===== src/ratio_pkg.sv =====
/*
  Shared constants and types for the bus/core ratio strap latch.
  Assumes a single 40 MHz reference clock domain.
*/
package ratio_pkg;

  // Reference clock period in picoseconds
  localparam int unsigned REF_PERIOD_PS = 25000;
  // Least strap setup time ahead of reset release, in microseconds
  localparam int unsigned STRAP_SETUP_US = 1000;
  // Setup time as a count of reference cycles, rounded up
  localparam int unsigned STRAP_SETUP_CYC =
    (STRAP_SETUP_US * 1000000 + REF_PERIOD_PS - 1) / REF_PERIOD_PS;

  // Strap codes that the device knows
  localparam logic [2:0] CODE_TWO_FIFTHS = 3'h0;
  localparam logic [2:0] CODE_ONE_FOURTH = 3'h4;

  // Bus/core ratio as bus cycles (den) per core cycles (num)
  typedef struct packed {
    logic [2:0] num;
    logic [1:0] den;
  } ratio_t;

  localparam ratio_t RATIO_TWO_FIFTHS = '{num: 3'h5, den: 2'h2};
  localparam ratio_t RATIO_ONE_FOURTH = '{num: 3'h4, den: 2'h1};
  localparam ratio_t RATIO_RESET = RATIO_TWO_FIFTHS;

  // Captured selection together with its qualifiers
  typedef struct packed {
    logic [2:0] code;
    logic valid;
    logic reserved;
  } select_t;

  localparam select_t SELECT_RESET = '{code: 3'h0, valid: 1'b0, reserved: 1'b0};

  // Width of the core tick credit counter
  localparam int unsigned CREDIT_W = 4;

  // Sequencing states, one-hot
  typedef enum logic [2:0] {
    ST_WAIT_POR = 3'h1,
    ST_HELD = 3'h2,
    ST_RUN = 3'h4
  } seq_state_t;

endpackage


===== src/core_clock_gen.sv =====
/*
  Core tick generator: turns each bus clock edge into num/den core ticks.
  Assumes busEdge pulses are at least four reference cycles apart.
*/
`timescale 1ns/1ps
module core_clock_gen (
  input wire logic ref_clk,
  input wire logic sys_rst,
  input wire logic enable,
  input wire logic busEdge,
  input wire ratio_pkg::ratio_t ratio,
  output logic coreTick
);

  logic [ratio_pkg::CREDIT_W-1:0] credit;
  logic [ratio_pkg::CREDIT_W-1:0] next_credit;
  logic canTick;

  ////////////////////////////////////////////////////////////////////////
  // Credit bookkeeping: each bus edge adds num, each core tick spends den
  assign canTick = enable && (credit >= ratio_pkg::CREDIT_W'(ratio.den));

  always_comb
  begin
    next_credit = credit;
    if (canTick)
    begin
      next_credit = next_credit - ratio_pkg::CREDIT_W'(ratio.den);
    end
    if (enable && busEdge)
    begin
      next_credit = next_credit + ratio_pkg::CREDIT_W'(ratio.num);
    end
  end

  // Credit drops to zero while disabled so restart is phase clean
  always_ff @(posedge ref_clk)
  begin
    if (sys_rst || !enable)
    begin
      credit <= '0;
    end
    else
    begin
      credit <= next_credit;
    end
  end

  // Registered tick keeps the data-style output glitch free
  always_ff @(posedge ref_clk)
  begin
    if (sys_rst)
    begin
      coreTick <= 1'b0;
    end
    else
    begin
      coreTick <= canTick;
    end
  end

endmodule


===== src/bus_core_ratio_strap_latch.sv =====
/*
  Bus/core ratio strap latch: captures the bus fraction straps when the
  device reset pin falls with the power-on pin high and drives the core tick generator.
  Assumes strap, reset, power-on and bus clock pins are asynchronous to
  ref_clk and are sampled through two flip-flops here.
*/
// Summary of operation
// - Straps are captured as reset falls; captured code picks the ratio.
// - Code 000 gives ratio 2/5; code 100 gives ratio 1/4.
// - Warm reset keeps the ratio; only power-on reset re-captures.
// - Core clock is the bus clock times the reciprocal of the ratio.
`timescale 1ns/1ps
module bus_core_ratio_strap_latch #(
  parameter int unsigned SETUP_CYCLES = ratio_pkg::STRAP_SETUP_CYC
) (
  input wire logic ref_clk,
  input wire logic sys_rst,
  input wire logic [2:0] bus_fraction_strap,
  input wire logic resetPin,
  input wire logic powerOnPin,
  input wire logic busClkPin,
  output ratio_pkg::ratio_t ratio_select,
  output logic ratioValid,
  output logic strapReserved,
  output logic setupViolation,
  output logic strapChanged,
  output logic coreTick
);

  logic [2:0] strapMeta;
  logic [2:0] strapSync;
  logic [2:0] pinMeta;
  logic [2:0] pinSync;
  logic resetPrev;
  logic busPrev;
  logic resetFall;
  logic busEdge;
  logic [2:0] strapPrev;
  logic [31:0] stableCount;
  ratio_pkg::select_t sel;
  ratio_pkg::seq_state_t state;
  ratio_pkg::seq_state_t next_state;
  logic captureNow;

  ////////////////////////////////////////////////////////////////////////
  // Two-stage synchronisers for every pin
  always_ff @(posedge ref_clk)
  begin
    if (sys_rst)
    begin
      strapMeta <= 3'h0;
      strapSync <= 3'h0;
      pinMeta <= 3'h0;
      pinSync <= 3'h0;
    end
    else
    begin
      strapMeta <= bus_fraction_strap;
      strapSync <= strapMeta;
      pinMeta <= {busClkPin, powerOnPin, resetPin};
      pinSync <= pinMeta;
    end
  end

  // Edge history of synchronised reset and bus clock
  always_ff @(posedge ref_clk)
  begin
    if (sys_rst)
    begin
      resetPrev <= 1'b0;
      busPrev <= 1'b0;
      strapPrev <= 3'h0;
    end
    else
    begin
      resetPrev <= pinSync[0];
      busPrev <= pinSync[2];
      strapPrev <= strapSync;
    end
  end

  assign resetFall = resetPrev && !pinSync[0];
  assign busEdge = !busPrev && pinSync[2];

  ////////////////////////////////////////////////////////////////////////
  // Sequencer: wait for power-on, hold in reset, run
  always_comb
  begin
    next_state = state;
    case (state)
      ratio_pkg::ST_WAIT_POR:
      begin
        if (pinSync[0] && pinSync[1])
        begin
          next_state = ratio_pkg::ST_HELD;
        end
      end
      ratio_pkg::ST_HELD:
      begin
        if (resetFall)
        begin
          next_state = ratio_pkg::ST_RUN;
        end
      end
      ratio_pkg::ST_RUN:
      begin
        if (pinSync[0] && pinSync[1])
        begin
          next_state = ratio_pkg::ST_HELD;
        end
      end
      default:
      begin
        next_state = ratio_pkg::ST_WAIT_POR;
      end
    endcase
  end

  always_ff @(posedge ref_clk)
  begin
    if (sys_rst)
    begin
      state <= ratio_pkg::ST_WAIT_POR;
    end
    else
    begin
      state <= next_state;
    end
  end

  // power-on qualified load; warm reset leaves the latch alone
  assign captureNow = resetFall && pinSync[1] && (state == ratio_pkg::ST_HELD);

  ////////////////////////////////////////////////////////////////////////
  // Ratio latch; reserved codes fall back to the slower ratio
  always_ff @(posedge ref_clk)
  begin
    if (sys_rst)
    begin
      sel <= ratio_pkg::SELECT_RESET;
    end
    else if (captureNow)
    begin
      sel.code <= strapSync;
      sel.valid <= 1'b1;
      sel.reserved <= (strapSync != ratio_pkg::CODE_TWO_FIFTHS) &&
                      (strapSync != ratio_pkg::CODE_ONE_FOURTH);
    end
  end

  always_ff @(posedge ref_clk)
  begin
    if (sys_rst)
    begin
      ratio_select <= ratio_pkg::RATIO_RESET;
    end
    else if (captureNow)
    begin
      if (strapSync == ratio_pkg::CODE_ONE_FOURTH)
      begin
        ratio_select <= ratio_pkg::RATIO_ONE_FOURTH;
      end
      else
      begin
        ratio_select <= ratio_pkg::RATIO_TWO_FIFTHS;
      end
    end
  end

  assign ratioValid = sel.valid;
  assign strapReserved = sel.reserved;

  ////////////////////////////////////////////////////////////////////////
  // Board behaviour monitors; sticky until sys_rst
  // Saturating count of cycles the straps have stood still
  always_ff @(posedge ref_clk)
  begin
    if (sys_rst || (strapSync != strapPrev))
    begin
      stableCount <= 32'h0;
    end
    else if (stableCount != 32'hffffffff)
    begin
      stableCount <= stableCount + 32'h1;
    end
  end

  always_ff @(posedge ref_clk)
  begin
    if (sys_rst)
    begin
      setupViolation <= 1'b0;
      strapChanged <= 1'b0;
    end
    else
    begin
      if (captureNow && (stableCount < SETUP_CYCLES))
      begin
        setupViolation <= 1'b1;
      end
      if (pinSync[0] && resetPrev && (strapSync != strapPrev))
      begin
        strapChanged <= 1'b1;
      end
    end
  end

  ////////////////////////////////////////////////////////////////////////
  // core ticks scaled by the latched ratio
  core_clock_gen u_core_clock_gen (
    .ref_clk(ref_clk),
    .sys_rst(sys_rst),
    .enable(sel.valid && (state == ratio_pkg::ST_RUN)),
    .busEdge(busEdge),
    .ratio(ratio_select),
    .coreTick(coreTick)
  );

  ////////////////////////////////////////////////////////////////////////
  // Checks
  property p_capture;
    @(posedge ref_clk) disable iff (sys_rst)
    captureNow |=> ratioValid && (sel.code == $past(strapSync));
  endproperty
  a_capture: assert property (p_capture) else $error("strap not captured");

  property p_decode;
    @(posedge ref_clk) disable iff (sys_rst)
    captureNow && (strapSync == ratio_pkg::CODE_ONE_FOURTH)
      |=> ratio_select == ratio_pkg::RATIO_ONE_FOURTH;
  endproperty
  a_decode: assert property (p_decode) else $error("wrong ratio for code 100");

  property p_warm;
    @(posedge ref_clk) disable iff (sys_rst)
    resetFall && !pinSync[1] |=> $stable(ratio_select) && $stable(sel);
  endproperty
  a_warm: assert property (p_warm) else $error("warm reset changed ratio");

  property p_tick;
    @(posedge ref_clk) disable iff (sys_rst)
    !(sel.valid && state == ratio_pkg::ST_RUN) ##1
      !(sel.valid && state == ratio_pkg::ST_RUN) |-> !coreTick;
  endproperty
  a_tick: assert property (p_tick) else $error("core tick while stopped");

  property p_latch;
    @(posedge ref_clk) disable iff (sys_rst)
    !captureNow |=> $stable(ratio_select);
  endproperty
  a_latch: assert property (p_latch) else $error("ratio changed without capture");

  c_quarter: cover property (@(posedge ref_clk) disable iff (sys_rst)
    captureNow && strapSync == ratio_pkg::CODE_ONE_FOURTH);
  c_warm: cover property (@(posedge ref_clk) disable iff (sys_rst)
    ratioValid && resetFall && !pinSync[1]);
  c_ticks: cover property (@(posedge ref_clk) disable iff (sys_rst)
    coreTick ##1 coreTick);

endmodule


===== config.mk =====
export PLATFORM = sky130hd
export DESIGN_NAME = bus_core_ratio_strap_latch
export DESIGN_NICKNAME = d
export VERILOG_FILES = /design/src/ratio_pkg.sv /design/src/core_clock_gen.sv /design/src/bus_core_ratio_strap_latch.sv
export SDC_FILE = /design/constraint.sdc
export NUM_CORES = 1
export LEC_CHECK = 0
export BUFFER_PORTS_ARGS = -buffer_cell sky130_fd_sc_hd__buf_4
export CELL_PAD_IN_SITES_DETAIL_PLACEMENT = 0
export CELL_PAD_IN_SITES_GLOBAL_PLACEMENT = 1
export CORE_UTILIZATION = 42
export CTS_CLUSTER_DIAMETER = 60
export DETAILED_ROUTE_END_ITERATION = 7
export HOLD_SLACK_MARGIN = 0.03
export PLACE_DENSITY_LB_ADDON = 0.1
export RECOVER_POWER = 100
export SETUP_SLACK_MARGIN = 0.1
export SLEW_MARGIN = 20
export SYNTH_ARGS = -nofsm -noshare
export SYNTH_HDL_FRONTEND = slang
export SYNTH_SLANG_ARGS = --single-unit

===== constraint.sdc =====
create_clock -name ref_clk -period 2.45 [get_ports ref_clk]
set_input_delay 0.245 -clock ref_clk [delete_from_list [all_inputs] [get_ports ref_clk]]
set_output_delay 0.245 -clock ref_clk [all_outputs]
set_load 0.03 [all_outputs]

==> metrics.md, run 1 <==
| Metric | Value |
|---|---|
| Final WL | `5.98 mm` |
| Nets | `375` |
| Number of flops mapped to enable cells by yosys | `0` |
| Fin cells | `462` |
| Tot GR Track Use | `0.175` |
| Place WS | `-2.14 ps` |
| CP Class | `flop to flop` |
| Final Wtd Congestion | `0.756` |
| Max Cap Viol | `0` |
| Clk Latency, worst-skew pair | `340 ps` |
| Yosys top cell area share | `0.429` |
| Area of the multi-input gates | `1600 µm²` |
| P&R area growth vs syn | `17.3%` |
| Worst hold path class | `input pin to flop` |
| Status | `finished clean` |
| Max-slew violations | `0` |
| Leakage power | `0.00117 µW` |
| Metal2 WL | `2.67 mm` |
| Top Ports | `18` |
| Die Area | `7350 µm²` |
| RSZ-0062 raised after global routing | `true` |
| Antenna Nets Post-Route | `0` |
| DRC | `0` |
| Clock buffer depth | `2` |
| DP HPWL | `4.18 mm` |
| Global-route wire length before repair | `10.1 mm` |
| Seq/Total Area, Yosys | `0.429` |
| Num CTS Buffers | `9` |
| CTS tree | `yes` |
| Clock root cell | `clkbuf_8` |
| Min setup slack post-route | `139 ps` |
| Cell Area, Synth | `2940 µm²` |
| Starting DRT DRC Count | `77` |
| Synthesized instance count | `327` |
| Clock Sinks | `63` |
| Routed length on met3 | `154 µm` |
| Post-synthesis register bit count | `63` |
| Global route overflow | `0` |
| Synth Warn # | `0` |
| Async set-reset flop share out of synthesis | `0` |
| Vias | `2387` |
| Final hold vios | `0` |
| Worst slew margin | `0.262` |
| Worst Tran Pin Value | `1110 ps` |
| Setup violators final | `0` |
| ANT cells | `0` |
| Yosys cell types | `53` |
| CP required | `2680 ps` |
| Synth area leader | `dfxtp_1` |
| Sequential Area | `1270 µm²` |
| Syn Area/Cell | `9.00 µm²` |
| DR pass1 iterations | `4` |
| Number of global-route vias before repair | `2115` |
| Startpoint types | `flop` |
| Most frequent cells after synthesis | `dfxtp_1 (63), nor2_1 (46), xnor2_1 (21)` |
| Initial antenna violation count | `0` |
| Core Region | `6790 µm²` |
| Die width | `85.7 µm` |
| Top post-synthesis cells by area | `dfxtp_1 (43%), xnor2_1 (6.3%), nor2_1 (5.9%), nor2b_1 (3.8%), nand3_1 (2.7%)` |
| Met1 wire length | `3.11 mm` |
| Cells after DPL | `440` |
| Post-Route Skew | `6.99 ps` |
| Share of post-route cells with drive strength above 1 | `0.172` |
| Clock-pin slew on the worst setup and hold paths | `80 ps` |
| Filler instances | `662` |
| Top-count cell post-synth | `dfxtp_1` |
| Final setup TNS | `0 ps` |
| Largest net degree at the start of global routing | `29` |
| Dominant synthesized flop cell | `dfxtp_1` |
| IO buf count | `15` |
| Max Used Layer | `met4` |
| CTS H-tree depth | `3` |
| Pwr per Cell Area | `559 nW/µm²` |
| Critical Path AT | `2540 ps` |
| Min Tclk post-route | `2310 ps` |
| Wire length per cell | `13.0 µm` |
| Via/cell ratio | `5.17` |
| Initial Utilization | `0.433` |
| Synth Net Count | `341` |
| Die Y | `85.7 µm` |
| VDD IR max | `0.325 mV` |
| Worst-path fanout max | `5` |
| Crit. End Element | `flop` |
| Final core occ | `0.508` |
| Tcrit/Tclk final | `0.943` |
| FMAX | `0.433 GHz` |
| Std cell rows | `30` |
final timing paths:
kind / depth (start not counted) / to / slack, ps / start
max: 5 / stableCount[31] / 140 / stableCount[7]
min: 2 / pinMeta[2] / 110 / busClkPin
max reg2reg: 5 / stableCount[31] / 140 / stableCount[7]
min reg2reg: 1 / strapSync[1] / 440 / strapMeta[1]
final cells by class:
type	instances	share of cell area
Timing Repair Buffer	38	0.0699
Clock buffer	9	0.0359
Sequential cell	63	0.367
Multi-Input combinational cell	237	0.463
Inverter	12	0.0130
Clock inverter	7	0.0156
Tap cell	96	0.0348
cells in the final DEF, fill, tap and decap left out, types with 3 or more instances in the layout:
master / count
inv_2: 3
nor2b_1: 18
a31oi_1: 3
nand4_1: 13
a21oi_1: 11
and4_1: 3
xor2_1: 8
buf_4: 24
nor2_1: 45
nand3_1: 16
ha_4: 3
dfxtp_1: 61
inv_1: 9
nand2b_1: 5
a211oi_1: 11
inv_6: 3
nand2_1: 13
nor4_1: 7
nor3_1: 5
clkbuf_8: 9
xnor2_1: 21
clkbuf_1: 12
and3_1: 7
per-layer routing:
layer | vias up | track usage
met5 | - | 0
met3 | 6 | 0.0491
li1 | 1230 | -
met1 | 1120 | 0.245
met2 | 31 | 0.257
met4 | 0 | 0.0652
timing repair:
item	CTS	global route
gates cloned	0	0
endpoints found under the setup margin	1	3
setup buffers	3	3
pin swaps	4	5
resized for setup	4	12
hold buffers	0	0
cells by family (layout without fill, tap and decap cells):
kind of cell | Yosys count | after routing | synth area share
compound gates | 48 | 48 | 0.125
xor+xnor | 29 | 29 | 0.0863
fa+ha+maj | 6 | 6 | 0.0281
buf+inv | 27 | 66 | 0.0395
flops | 63 | 63 | 0.429
mux | 2 | 2 | 0.00893
other cells | 2 | 2 | 0.00255
simple gates | 150 | 150 | 0.281
critical path, cell delays in order, from the launching register on:
cell	delay (ps)
dfxtp_1	420
nand4_1	210
or3_1	460
a2111oi_2	660
nand3_2	130
mux2_1	320
stage by stage:
stage | hold WS (ps) | cell area, µm² | total power, µW
floorplan | 373 | 2970 | 1110
global placement | 416 | 3260 | 1130
detailed placement | 428 | 3260 | 1140
CTS | 94.0 | 3460 | 1970
global route | 90.8 | 3450 | 2030
finish | 110 | 3450 | 1930
state kept, by name, summed over array words and instances, names as in the netlist, 2 cells and up:
signal and flops:
state 3, u_core_clock_gen.credit 4, pinSync 3, strapSync 3, stableCount 32, pinMeta 3
ratio_select 2, strapMeta 3, strapPrev 3
report_power, final:
group          switching [µW]  internal [µW]  total, µW
combinational            37.6           26.0       63.6
clock                     443            378        820
sequential               9.34           1040       1050
total                     490           1440       1930
No activity file was read; power rests on OpenSTA's default activity.
==> run 2: changes to the inputs <==
PLACE_DENSITY = 0.83   (was default)
PLACE_DENSITY_LB_ADDON = default   (was 0.1)
==> run 2 against run 1 <==
  * Clock skew down 2.5 ps
  * First-iteration DRC count up 14%
  * Combinational power down 5.0%
  * Flip-flop and latch count unchanged
  * Critical endpoint is now u_core_clock_gen.credit[3]
  * Largest cell class unchanged
==> metrics.md, run 2 (synthesized netlist as in run 1, its figures left out) <==
| Metric | Value |
|---|---|
| Worst Tran Pin Value | `1090 ps` |
| RSZ-0062 raised after global routing | `true` |
| Die width | `85.7 µm` |
| Critical Path AT | `2640 ps` |
| Via/cell ratio | `5.13` |
| Std cell rows | `30` |
| Clock root cell | `clkbuf_8` |
| Tot GR Track Use | `0.170` |
| DRC | `0` |
| Tcrit/Tclk final | `0.971` |
| Nets | `373` |
| Crit path launch | `u_core_clock_gen.credit[0]` |
| Final Wtd Congestion | `0.798` |
| Global route overflow | `0` |
| Largest net degree at the start of global routing | `29` |
| Worst hold path class | `input pin to flop` |
| Top Ports | `18` |
| Max reg flops | `32` |
| Wire length per cell | `12.4 µm` |
| Clock Sinks | `63` |
| Share of post-route cells with drive strength above 1 | `0.181` |
| Clk Latency, worst-skew pair | `330 ps` |
| Cells after DPL | `438` |
| Top Registers | `stableCount: 32 flops, u_core_clock_gen.credit: 4 flops` |
| Min Tclk post-route | `2380 ps` |
| VDD IR max | `0.300 mV` |
| Global-route wire length before repair | `9.83 mm` |
| DP HPWL | `3.97 mm` |
| Hold_buf cts | `0` |
| CTS H-tree depth | `3` |
| Commonest non-fill, non-tap cell in the layout | `dfxtp_1` |
| Worst path slowest cell | `fa_2` |
| Leakage power | `0.00124 µW` |
| Num CTS Buffers | `9` |
| Max Cap Viol | `0` |
| R2r startpoint | `u_core_clock_gen.credit[0]` |
| Largest Register | `stableCount` |
| Cell area after layout | `3540 µm²` |
| CP max stage delay | `350 ps` |
| Die Y | `85.7 µm` |
| Most frequent cells in the layout | `dfxtp_1 (60), nor2_1 (45), buf_4 (26)` |
| Starting DRT DRC Count | `88` |
| Status | `finished clean` |
| Hold Startpoint | `bus_fraction_strap[0]` |
| CP Class | `flop to flop` |
| Worst-path fanout max | `3` |
| Crit. End Element | `flop` |
| DR pass1 iterations | `4` |
| Fin cells | `460` |
| Post-Route Skew | `4.53 ps` |
| Die Area | `7350 µm²` |
| Vias | `2358` |
| Critical-path cell list | `inv_2 -> ha_4 -> inv_2 -> fa_2 -> a2111o_1 -> nand2_2 -> nand2_2 -> o21ai_2 -> ha_2 -> a21bo_2 -> a2111o_1 -> o21ai_1` |
| Startpoint types | `flop` |
| CTS tree | `yes` |
| Final WL | `5.71 mm` |
| Initial antenna violation count | `0` |
| Clock buffer depth | `2` |
| Final setup TNS | `0 ps` |
| CP required | `2710 ps` |
| Clock-pin slew on the worst setup and hold paths | `70 ps` |
| Initial Utilization | `0.433` |
| Max-slew violations | `0` |
| Final hold vios | `0` |
| FMAX | `0.420 GHz` |
| P&R area growth vs syn | `20.4%` |
| Antenna Nets Post-Route | `0` |
| Pwr per Cell Area | `634 nW/µm²` |
| Setup violators final | `0` |
| Number of global-route vias before repair | `2173` |
| IO buf count | `15` |
| Core Region | `6790 µm²` |
| Post-Place Cell Area | `3240 µm²` |
| ANT cells | `0` |
| Worst slew margin | `0.273` |
## run 2: cell types whose count changed in the layout (fill, tap and decap cells not counted), moves of 2 or more
cell / before / now
clkbuf_1: 12 / 10
buf_4: 24 / 26
inv_6: 3 / 0
bufinv_16: 0 / 3
## run 2: area by class of cell
type / instances / area [µm²]
fill: 668 / 3250
multi-input combinational: 237 / 1620
sequential: 63 / 1270
timing repair buffer: 36 / 234
clock buffer: 11 / 153
tap: 96 / 120
clock inverter: 5 / 103
inverter: 12 / 45.0
## run 2: report_power, final
part	internal [µW]	switching, µW	leakage [µW]
sequential	1040	8.55	0.000512
clock	737	404	0.000125
combinational	23.1	37.3	0.000603
total	1800	450	0.00124
## run 2: worst max-delay path: cells and delay by family, from the launching register on
| kind | cells | cell delay [ps] |
|---|---|---|
| compound gates | 5 | 1050 |
| fa+ha+maj | 3 | 650 |
| simple gates | 2 | 190 |
| buf+inv | 2 | 90 |
| flops | 1 | 330 |
## run 2: routing by layer
metal,vias up,wire length [µm],global-route usage
li1,1226,-,-
met1,1104,2900,0.222
met2,23,2630,0.265
met3,5,135,0.0491
met4,0,53,0.0682
met5,-,0,0
## run 2: per-stage QoR
stage	hold slack (ps)	setup WS [ps]	util	power [µW]
floorplan	373	33.9	-	1110
global placement	421	41.9	0.477	1130
global route	114	-33.6	0.522	2330
CTS	105	57.4	0.521	2280
finish	123	71.0	0.522	2250
detailed placement	426	-17.4	0.477	1130
## run 2: worst paths after layout
| path | end | slack (ps) | cells past startpoint |
|---|---|---|---|
| max | u_core_clock_gen.credit[3] | 70 | 12 |
| min reg2reg | strapSync[1] | 440 | 1 |
| max reg2reg | u_core_clock_gen.credit[3] | 70 | 12 |
| min | strapMeta[0] | 120 | 2 |
## run 2: what timing repair did
item / in CTS / in global routing
setup buffers: 5 / 1
resized for setup: 5 / 6
endpoints found under the setup margin: 3 / 3
pin swaps: 6 / 4
